<file path="src/lrd_regs.svh">
// Constants for the dual channel light readout
`ifndef LRD_REGS_SVH
`define LRD_REGS_SVH
// Integration timing, in oscillator cycles
`define LRD_CYC_UNIT 19'd918
`define LRD_MULT_00 19'd11
`define LRD_MULT_01 19'd81
`define LRD_MULT_10 19'd322
// Count limits
`define LRD_CNT_OFFSET 18'd2
`define LRD_CNT_MAX 18'h0FFFF
`define LRD_PRESCALE_LAST 4'hF
// Bus addresses
`define LRD_ARA_ADDR 7'h0C
`define LRD_ADDR_GND 7'h29
`define LRD_ADDR_FLOAT 7'h39
`define LRD_ADDR_VDD 7'h49
// Register select values and reset
`define LRD_SEL_RESET 4'h0
`define LRD_REG_D0L 4'hC
`define LRD_REG_D0H 4'hD
`define LRD_REG_D1L 4'hE
`define LRD_REG_D1H 4'hF
// Bus timeout
`define LRD_CLK_KHZ 10000
`define LRD_TIMEOUT_MS 25
`endif

</file>
<file path="src/lrd_pkg.sv">
// Types for the dual channel light readout
package lrd_pkg;
   typedef enum logic [2:0] {
      LRD_IDLE, LRD_ADDR, LRD_ACK_ADDR, LRD_WRITE, LRD_ACK_WRITE, LRD_READ, LRD_ACK_READ
   } lrd_bus_state_type;
   typedef enum logic [1:0] {LRD_STRAP_GND, LRD_STRAP_FLOAT, LRD_STRAP_VDD} lrd_strap_type;
endpackage

</file>
<file path="src/lrd_readout.sv">
// Dual channel light readout with two-wire slave
// Operation
// - Integration length is multiple times 918 oscillator cycles
// - One count per two periods, minus two
// - Counts saturate at 65535
// - Both channels integrate together, load together
// - Result words read low byte first in one read transfer never half updated
// - Next integration starts right after loading
// - Low gain divides sensitivity by sixteen
// - Slave address from three-level select pin
// - Alert response address always answered
// - Line held low 25 ms times out
// - Slave compatible with SMBus and fast I2C
// - Command byte MSB set selects register
// - Reads return currently selected register
`timescale 1ns/1ps
`include "lrd_regs.svh"
module lrd_readout
   import lrd_pkg::*;
#(
   parameter int unsigned TIMEOUT_CYC = `LRD_TIMEOUT_MS * `LRD_CLK_KHZ
) (
   // Clock and reset
   input wire logic sys_clk_in,
   input wire logic reset_in,
   // Sensor side
   input wire logic osc_clk_in,
   input wire logic broadband_pulse_in,
   input wire logic infrared_pulse_in,
   input wire logic [1:0] integ_field_in,
   input wire logic low_gain_in,
   input wire logic [1:0] addr_sel_in,
   // Two-wire bus
   input wire logic scl_in,
   input wire logic sda_in,
   output logic sda_out,
   output logic sda_oe_out,
   // Results
   output logic [15:0] broadband_data_out,
   output logic [15:0] infrared_data_out,
   output logic conv_done_out
);
   // Synchronisers for bus, pulse, oscillator and address select inputs
   logic [6:0] s1_r, s2_r, s3_r;
   always_ff @(posedge sys_clk_in) begin
      s1_r <= {addr_sel_in, osc_clk_in, infrared_pulse_in, broadband_pulse_in, sda_in, scl_in};
      s2_r <= s1_r;
      s3_r <= s2_r;
   end
   wire logic scl_s = s2_r[0];
   wire logic sda_s = s2_r[1];
   wire logic [1:0] pd_rise = s2_r[3:2] & ~s3_r[3:2];
   wire logic osc_rise = s2_r[4] & ~s3_r[4];

   // Integration length select
   logic [18:0] cyc_r;
   wire logic [18:0] mult = (integ_field_in == 2'b00) ? `LRD_MULT_00 :
                            (integ_field_in == 2'b01) ? `LRD_MULT_01 : `LRD_MULT_10;
   wire logic [18:0] limit = 19'(mult * `LRD_CYC_UNIT);
   wire logic int_end = osc_rise && (cyc_r == limit - 19'd1);
   wire logic slot = osc_rise & cyc_r[0];

   // Oscillator cycle counter, restarts itself
   logic done_r;
   always_ff @(posedge sys_clk_in) begin
      if (reset_in) begin
         cyc_r <= 19'h00000;
         done_r <= 1'b0;
      end else begin
         cyc_r <= int_end ? 19'h00000 : (osc_rise ? cyc_r + 19'd1 : cyc_r);
         done_r <= int_end;
      end
   end
   assign conv_done_out = done_r;

   // Per channel accumulation and load
   logic [17:0] raw_r [2];
   logic [15:0] data_r [2];
   logic [3:0] pre_r [2];
   logic [1:0] pend_r;
   genvar ch;
   generate
      for (ch = 0; ch < 2; ch++) begin : g_ch
         wire logic take = slot & pend_r[ch];
         wire logic bump = take & (!low_gain_in || pre_r[ch] == `LRD_PRESCALE_LAST);
         wire logic [17:0] tot = raw_r[ch] + 18'(bump); // Last slot counts too
         wire logic [17:0] net = (tot < `LRD_CNT_OFFSET) ? 18'h00000 :
                                 tot - `LRD_CNT_OFFSET;
         wire logic [15:0] clamped = (net > `LRD_CNT_MAX) ? 16'hFFFF : net[15:0];
         always_ff @(posedge sys_clk_in) begin
            if (reset_in) begin
               raw_r[ch] <= 18'h00000;
               pre_r[ch] <= 4'h0;
               pend_r[ch] <= 1'b0;
               data_r[ch] <= 16'h0000;
            end else begin
               pend_r[ch] <= pd_rise[ch] | (pend_r[ch] & ~take);
               pre_r[ch] <= int_end ? 4'h0 : (take ? pre_r[ch] + 4'h1 : pre_r[ch]);
               raw_r[ch] <= int_end ? 18'h00000 : (bump ? raw_r[ch] + 18'd1 : raw_r[ch]);
               if (int_end) begin
                  data_r[ch] <= clamped;
               end
            end
         end
      end
   endgenerate
   assign broadband_data_out = data_r[0];
   assign infrared_data_out = data_r[1];

   // Address strap caught after reset release
   logic [1:0] strap_cnt_r;
   logic [6:0] own_addr_r;
   wire logic [6:0] strap_addr = (s2_r[6:5] == LRD_STRAP_GND) ? `LRD_ADDR_GND :
                                 (s2_r[6:5] == LRD_STRAP_FLOAT) ? `LRD_ADDR_FLOAT :
                                 `LRD_ADDR_VDD;
   always_ff @(posedge sys_clk_in) begin
      if (reset_in) begin
         strap_cnt_r <= 2'd0;
         own_addr_r <= 7'h00;
      end else begin
         strap_cnt_r <= (strap_cnt_r == 2'd3) ? strap_cnt_r : strap_cnt_r + 2'd1;
         if (strap_cnt_r == 2'd2) begin
            own_addr_r <= strap_addr;
         end
      end
   end

   // Bus conditions and timeout
   logic scl_p_r, sda_p_r;
   logic [17:0] low_cnt_r;
   wire logic start_c = scl_s & scl_p_r & sda_p_r & ~sda_s;
   wire logic stop_c = scl_s & scl_p_r & ~sda_p_r & sda_s;
   wire logic scl_rise = scl_s & ~scl_p_r;
   wire logic scl_fall = ~scl_s & scl_p_r;
   wire logic tmo = (low_cnt_r == 18'(TIMEOUT_CYC));
   always_ff @(posedge sys_clk_in) begin
      if (reset_in) begin
         scl_p_r <= 1'b1;
         sda_p_r <= 1'b1;
         low_cnt_r <= 18'h00000;
      end else begin
         scl_p_r <= scl_s;
         sda_p_r <= sda_s;
         low_cnt_r <= (scl_s & sda_s) ? 18'h00000 : (tmo ? low_cnt_r : low_cnt_r + 18'd1);
      end
   end

   // Slave state machine
   lrd_bus_state_type state_r;
   logic [7:0] shift_r, tx_r, hi_r;
   logic [3:0] bit_r, sel_r;
   logic rw_r, ara_r, inc_r, hi_ok_r, nack_r, oe_r;
   wire logic hit_own = (shift_r[7:1] == own_addr_r);
   wire logic hit_ara = (shift_r[7:1] == `LRD_ARA_ADDR);
   wire logic [7:0] rd_byte = ara_r ? {own_addr_r, 1'b0} :
      (sel_r == `LRD_REG_D0L) ? data_r[0][7:0] :
      (sel_r == `LRD_REG_D0H) ? (hi_ok_r ? hi_r : data_r[0][15:8]) :
      (sel_r == `LRD_REG_D1L) ? data_r[1][7:0] :
      (sel_r == `LRD_REG_D1H) ? (hi_ok_r ? hi_r : data_r[1][15:8]) : 8'h00;
   wire logic low_sel = (sel_r == `LRD_REG_D0L) || (sel_r == `LRD_REG_D1L);
   wire logic [7:0] hi_live = (sel_r == `LRD_REG_D0L) ? data_r[0][15:8] : data_r[1][15:8];

   always_ff @(posedge sys_clk_in) begin
      if (reset_in) begin
         state_r <= LRD_IDLE;
         shift_r <= 8'h00;
         tx_r <= 8'h00;
         hi_r <= 8'h00;
         bit_r <= 4'd0;
         sel_r <= `LRD_SEL_RESET;
         rw_r <= 1'b0;
         ara_r <= 1'b0;
         inc_r <= 1'b0;
         hi_ok_r <= 1'b0;
         nack_r <= 1'b0;
      end else if (tmo) begin
         state_r <= LRD_IDLE;
      end else if (start_c) begin
         state_r <= LRD_ADDR;
         bit_r <= 4'd0;
         hi_ok_r <= 1'b0;
      end else if (stop_c) begin
         state_r <= LRD_IDLE;
      end else begin
         case (state_r)
            LRD_ADDR, LRD_WRITE: begin
               if (scl_rise) begin
                  shift_r <= {shift_r[6:0], sda_s};
                  bit_r <= bit_r + 4'd1;
               end else if (scl_fall && bit_r == 4'd8) begin
                  if (state_r == LRD_WRITE) begin
                     state_r <= LRD_ACK_WRITE;
                     if (shift_r[7]) begin
                        sel_r <= shift_r[3:0];
                        inc_r <= shift_r[5] | shift_r[4];
                     end
                  end else if (hit_own || hit_ara) begin
                     state_r <= LRD_ACK_ADDR;
                     rw_r <= shift_r[0];
                     ara_r <= hit_ara & ~hit_own;
                  end else begin
                     state_r <= LRD_IDLE;
                  end
               end
            end
            LRD_ACK_ADDR, LRD_ACK_WRITE, LRD_ACK_READ: begin
               if (scl_rise) begin
                  nack_r <= sda_s;
               end else if (scl_fall) begin
                  bit_r <= 4'd0;
                  if (state_r == LRD_ACK_READ && nack_r) begin
                     state_r <= LRD_IDLE;
                  end else if (state_r == LRD_ACK_WRITE || !rw_r) begin
                     state_r <= LRD_WRITE;
                  end else begin
                     state_r <= LRD_READ;
                     tx_r <= rd_byte;
                     if (low_sel) begin
                        hi_r <= hi_live;
                     end
                     hi_ok_r <= low_sel;
                  end
               end
            end
            LRD_READ: begin
               if (scl_fall) begin
                  tx_r <= {tx_r[6:0], 1'b0};
                  bit_r <= bit_r + 4'd1;
                  if (bit_r == 4'd7) begin
                     state_r <= LRD_ACK_READ;
                     if (inc_r && !ara_r) begin
                        sel_r <= sel_r + 4'd1; // Next byte sees new select
                     end
                  end
               end
            end
            default: state_r <= LRD_IDLE;
         endcase
      end
   end

   // Open-drain data drive
   always_ff @(posedge sys_clk_in) begin
      if (reset_in) begin
         oe_r <= 1'b0;
      end else begin
         oe_r <= (state_r == LRD_ACK_ADDR) || (state_r == LRD_ACK_WRITE) ||
                 (state_r == LRD_READ && !tx_r[7]);
      end
   end
   assign sda_out = 1'b0;
   assign sda_oe_out = oe_r;

   // Checks
   integ_end_a: assert property (@(posedge sys_clk_in) disable iff (reset_in)
      osc_rise && cyc_r == limit - 19'd1 |=> done_r && cyc_r == 19'h00000)
      else $error("integration did not end at limit");
   full_scale_a: assert property (@(posedge sys_clk_in) disable iff (reset_in)
      done_r |-> (broadband_data_out <= 16'(($past(limit) >> 1) - 19'd2)) ||
                 ($past(limit) > 19'd131074))
      else $error("count above half cycles minus two");
   clamp_sat_a: assert property (@(posedge sys_clk_in) disable iff (reset_in)
      int_end && raw_r[0] > 18'd65537 |=> broadband_data_out == 16'hFFFF)
      else $error("count did not saturate");
   data_hold_a: assert property (@(posedge sys_clk_in) disable iff (reset_in)
      !int_end |=> $stable(broadband_data_out) && $stable(infrared_data_out))
      else $error("result changed outside load");
   restart_a: assert property (@(posedge sys_clk_in) disable iff (reset_in)
      done_r |-> cyc_r == 19'h00000 && raw_r[0] == 18'h00000 && raw_r[1] == 18'h00000)
      else $error("no restart after load");
   low_gain_a: assert property (@(posedge sys_clk_in) disable iff (reset_in)
      low_gain_in && !int_end && slot && pend_r[0] && pre_r[0] != 4'hF
      |=> $stable(raw_r[0]))
      else $error("low gain counted early");
   strap_addr_a: assert property (@(posedge sys_clk_in) disable iff (reset_in)
      strap_cnt_r == 2'd2 && s2_r[6:5] == 2'b01 |=> own_addr_r == 7'h39)
      else $error("floating select address wrong");
   ara_ack_a: assert property (@(posedge sys_clk_in) disable iff (reset_in)
      state_r == LRD_ADDR && scl_fall && bit_r == 4'd8 && hit_ara && !start_c && !stop_c
      && !tmo |=> state_r == LRD_ACK_ADDR ##1 oe_r)
      else $error("alert address not acknowledged");
   bus_tmo_a: assert property (@(posedge sys_clk_in) disable iff (reset_in)
      tmo |=> state_r == LRD_IDLE ##1 !oe_r)
      else $error("timeout did not release bus");
   cmd_sel_a: assert property (@(posedge sys_clk_in) disable iff (reset_in)
      state_r == LRD_WRITE && scl_fall && bit_r == 4'd8 && shift_r[7] && !start_c
      && !stop_c && !tmo |=> sel_r == $past(shift_r[3:0]))
      else $error("command byte not stored");
   done_pulse_a: assert property (@(posedge sys_clk_in) disable iff (reset_in)
      done_r |=> !done_r)
      else $error("done longer than one cycle");
endmodule // lrd_readout

</file>
<file path="config.mk">
export PLATFORM = sky130hd
export DESIGN_NAME = lrd_readout
export DESIGN_NICKNAME = d
export VERILOG_FILES = /design/src/lrd_pkg.sv /design/src/lrd_readout.sv
export VERILOG_INCLUDE_DIRS = /design/src /design/src/src
export SDC_FILE = /design/constraint.sdc
export NUM_CORES = 1
export LEC_CHECK = 0
export ABC_AREA = 1
export BUFFER_PORTS_ARGS = -buffer_cell sky130_fd_sc_hd__buf_4
export CORE_MARGIN = 1.5
export CORE_UTILIZATION = 62
export DETAILED_ROUTE_END_ITERATION = 8
export GPL_TIMING_DRIVEN = 0
export PLACE_DENSITY = 0.8
export SETUP_SLACK_MARGIN = 0.4
export SLEW_MARGIN = 15
export SYNTH_ARGS = -nofsm -noshare
export SYNTH_HDL_FRONTEND = slang
export SYNTH_SLANG_ARGS = --single-unit
export TNS_END_PERCENT = 30
</file>
<file path="constraint.sdc">
create_clock -name sys_clk_in -period 4.4 [get_ports sys_clk_in]
set_clock_uncertainty 0.1 [all_clocks]
set_input_delay 0.22 -clock sys_clk_in [delete_from_list [all_inputs] [get_ports sys_clk_in]]
set_output_delay 0.22 -clock sys_clk_in [all_outputs]
set_load 0.005 [all_outputs]
</file>
==> results.sh <==
export IMPL_first_global_vias=8972
export IMPL_max_cap_viol_count=0
export IMPL_power_switching_fraction_pct=24.2
export IMPL_num_nets_final=1625
export IMPL_fp_row_count=47
export IMPL_gr_usage_all_layers_pct=29.3
export IMPL_die_width_um=133
export IMPL_syn_to_final_growth_pct=13.2
export IMPL_gr_total_overflow=0
export IMPL_timing_setup_tns_ns=0
export IMPL_yosys_cell_types_count=44
export IMPL_setup_repair_after_global_routing_missed_its_margin="no"
export IMPL_clkTransAtPathRegs_ns=0.07
export IMPL_final_max_slew_violation_count=0
export IMPL_overall_die_area_sq_um=17600
export IMPL_antennaDiodeCount=0
export IMPL_die_h_um=133
export IMPL_layout_drive_gt1_share_pct=10.1
export IMPL_worstPathRequired_ns=4.49
export IMPL_power_combinational_fraction_pct=7.0
export IMPL_p_int_uw=2780
export IMPL_max_slew_margin_rel_pct=36.8
export IMPL_filler_cell_count=1404
export IMPL_path_max_fanout=10
export IMPL_detailroute_via_count=9800
export IMPL_yosysWarnings=0
export IMPL_numClockSinks=182
export IMPL_ys_dominant_reg_cell="sky130_fd_sc_hd__dfxtp_1"
export IMPL_critical_path_slowest_cell="sky130_fd_sc_hd__dfxtp_1"
export IMPL_grt_antenna_before_repair=0
export IMPL_routabilityCongestion=0.923
export IMPL_synthesis_area_per_instance_sq_um=6.89
export IMPL_floorplan_initialDensity_pct=63.2
export IMPL_ys_seq_area_share_pct=38.1
export IMPL_cellLeakagePower_uw=0.00507
export IMPL_place_detailed_hpwl_um=18600
export IMPL_power_density_nw_per_um2=311
export IMPL_critical_path_most_common_cell="sky130_fd_sc_hd__nor2_4"
export IMPL_critical_path_end_type="register"
export IMPL_io_buffer_count=45
export IMPL_wl_um=25000
export IMPL_core_area_sq_um=16500
export IMPL_post_synth_inst_count=1512
export IMPL_timing_hold_violations_final=0
export IMPL_min_delay_path_class="in2reg"
export IMPL_ir_worst_vdd_mv=0.293
export IMPL_drt_vias_per_instance=5.38
export IMPL_synth_edff_count=32
export IMPL_detail_route_antenna_nets=0
export IMPL_cts_post_setup_buffers_inserted=0
export IMPL_timing_worst_setup_path_type="reg2reg"
export IMPL_utilization_pct=71.6
export IMPL_timing_worst_slew_pin_value_ns=0.941
export IMPL_arrival_ns=3.75
export IMPL_asyncSetResetFlopFracSynth_pct=0
export IMPL_h_tree_level_count=4
export IMPL_cts_made_buffers=17
export IMPL_dr_first_iter_drc_count=1003
export IMPL_cts_tree="built"
export IMPL_synth_seq_cells=182
export IMPL_path_cells="inv_1 > nor2_4 > nand2_2 > nor2_4 > nand2_1 > inv_1 > ha_1 > ha_1 > inv_1 > nor2_4 > nand2_1 > nand2_1 > nand2_1 > nor2_2 > nand2_2 > nor2_4 > nand3_2 > nor2_4 > nor2_4 > nand2_2 > buf_6 > nand2_1"
export IMPL_mappedNetlistArea_sq_um=10400
export IMPL_crit_path_start_kind="register"
export IMPL_timing_critical_path_slowest_cell_delay_ns=0.33
export IMPL_synthTopCellsByArea="sky130_fd_sc_hd__dfxtp_1 29%, sky130_fd_sc_hd__nand2_1 13%, sky130_fd_sc_hd__edfxtp_1 9.2%"
export IMPL_totalPowerFinal_uw=3660
export IMPL_timing_fmax_mhz=273
export IMPL_net_switching_power_uw=887
export IMPL_power_frac_seq_pct=48.7
export IMPL_maximum_number_of_pins_on_one_net_before_global_route_repair=33
export IMPL_synth_top_area_share_pct=28.8
export IMPL_pwr_share_clk_pct=44.2
export IMPL_ctsRootBufferMaster="sky130_fd_sc_hd__clkbuf_16"
export IMPL_period_minus_slack_ns=3.67
export IMPL_finish_instance_area_sq_um=11800
export IMPL_synth_area_leader_cell="sky130_fd_sc_hd__dfxtp_1"
export IMPL_detailedRoute_firstPassIterationCount=6
export IMPL_clock_path_buffers=2
export IMPL_wl_per_cell_um=13.7
export IMPL_drcViolationCount=0
export IMPL_ios=47
export IMPL_clock_latency_ns=0.44
export IMPL_outcome="complete, no violations"
export IMPL_grt_pass1_wl_um=41900
export IMPL_dpl_instance_area_sq_um=11100
export IMPL_part_of_the_cycle_the_worst_path_needs_pct=83.3
export IMPL_finalSetupViolations=0
cell usage in the layout, fill, tap and decap left out, drive strengths merged, types with 8 or more instances in the layout:
cell type | netlist | final
nand2 | 400 | 400
dlygate4sd3 | 0 | 8
nor3 | 37 | 37
nor2 | 214 | 214
dfxtp | 150 | 150
nand3 | 83 | 83
edfxtp | 32 | 32
o21ai | 98 | 98
inv | 199 | 204
nand3b | 8 | 8
xnor2 | 13 | 13
ha | 26 | 26
xor2 | 49 | 49
buf | 8 | 54
a21oi | 94 | 94
nand4 | 32 | 32
clkbuf | 22 | 42
area by class of cell:
| class | count | area, sq um | share of cell area (%) |
|---|---|---|---|
| multi-input cells | 1102 | 5580 | 47.4 |
| flip-flops and latches | 182 | 3960 | 33.6 |
| inverters | 200 | 751 | 6.37 |
| clock buffers | 20 | 457 | 3.88 |
| repair buffers | 54 | 438 | 3.72 |
| well taps | 220 | 275 | 2.34 |
| clock inverters | 12 | 165 | 1.40 |
| plain buffers | 30 | 154 | 1.31 |
power groups by stage:
stage	Combinational, uW	Clock [uW]	Sequential (uW)
detailed placement	245	0	1820
global route	291	1710	1790
finish	257	1620	1790
floorplan	168	0	1810
global placement	239	0	1820
CTS	253	1640	1780
what timing repair did:
action | 4_1_cts | 5_1_grt
endpoints found under the hold margin | 9 | 0
endpoints found under the setup margin | 0 | 32
hold buffers | 8 | 0
gates resized for setup | 0 | 9
cell usage after synthesis, types with 15 or more instances:
library cell,number
sky130_fd_sc_hd__nand2_1,371
sky130_fd_sc_hd__inv_1,198
sky130_fd_sc_hd__nor2_1,185
sky130_fd_sc_hd__dfxtp_1,150
sky130_fd_sc_hd__o21ai_0,97
sky130_fd_sc_hd__a21oi_1,94
sky130_fd_sc_hd__nand3_1,81
sky130_fd_sc_hd__xor2_1,49
sky130_fd_sc_hd__nor3_1,36
sky130_fd_sc_hd__edfxtp_1,32
sky130_fd_sc_hd__nand4_1,32
sky130_fd_sc_hd__nand2_2,29
sky130_fd_sc_hd__ha_1,26
sky130_fd_sc_hd__clkbuf_1,21
sky130_fd_sc_hd__nor2_2,15
kinds of logic after synthesis:
kind of cell               share of synthesized area [%]
DFF                                                 38.1
AOI/OAI and AO/OA                                   11.0
xor gates and xnor gates                            5.22
adders and majority gates                           3.12
other                                             0.0360
and+or+nand+nor                                     33.9
buffers and inverters                               8.68
state kept, by name, indices dropped and copies added (netlist names), 7 cells and up:
name and flops:
cyc_r 19, raw_r 36, hi_r 8, shift_r 8, pre_r 8, data_r 32
tx_r 8, s1_r 7, low_cnt_r 18, s2_r 7
final timing paths:
kind,start,to,slack (ns),cells after the start
worst max register to register,s2_r[4],data_r[1][7],0.73,22
worst min-delay path,low_gain_in,raw_r[0][1],0.18,5
worst min register to register,s1_r[4],s2_r[4],0.23,0
worst max-delay path,s2_r[4],data_r[1][7],0.73,22
layer usage:
| layer | track usage (%) | share of wire [%] | vias up |
|---|---|---|---|
| li1 | - | - | 4998 |
| met1 | 38.2 | 44 | 4419 |
| met2 | 48.2 | 47 | 321 |
| met3 | 5.21 | 5.6 | 62 |
| met4 | 12.3 | 3.5 | 0 |
| met5 | 0 | 0 | - |
per-stage QoR:
stage	hold slack, ns	instances	setup slack (ns)
CTS	0.155	1820	0.447
global route	0.206	1820	0.398
finish	0.176	1820	0.734
detailed placement	0.212	1780	0.449
floorplan	0.148	1514	1.24
global placement	0.212	1779	0.597
worst max-delay path: cells and delay by family (launching register included):
kind | cells | cell delay (ns)
flip-flops | 1 | 0.33
buffers and inverters | 4 | 0.47
AND/OR/NAND/NOR | 16 | 2.04
adder cells (fa/ha/maj) | 2 | 0.47
No activity file was read; power rests on OpenSTA's default activity.
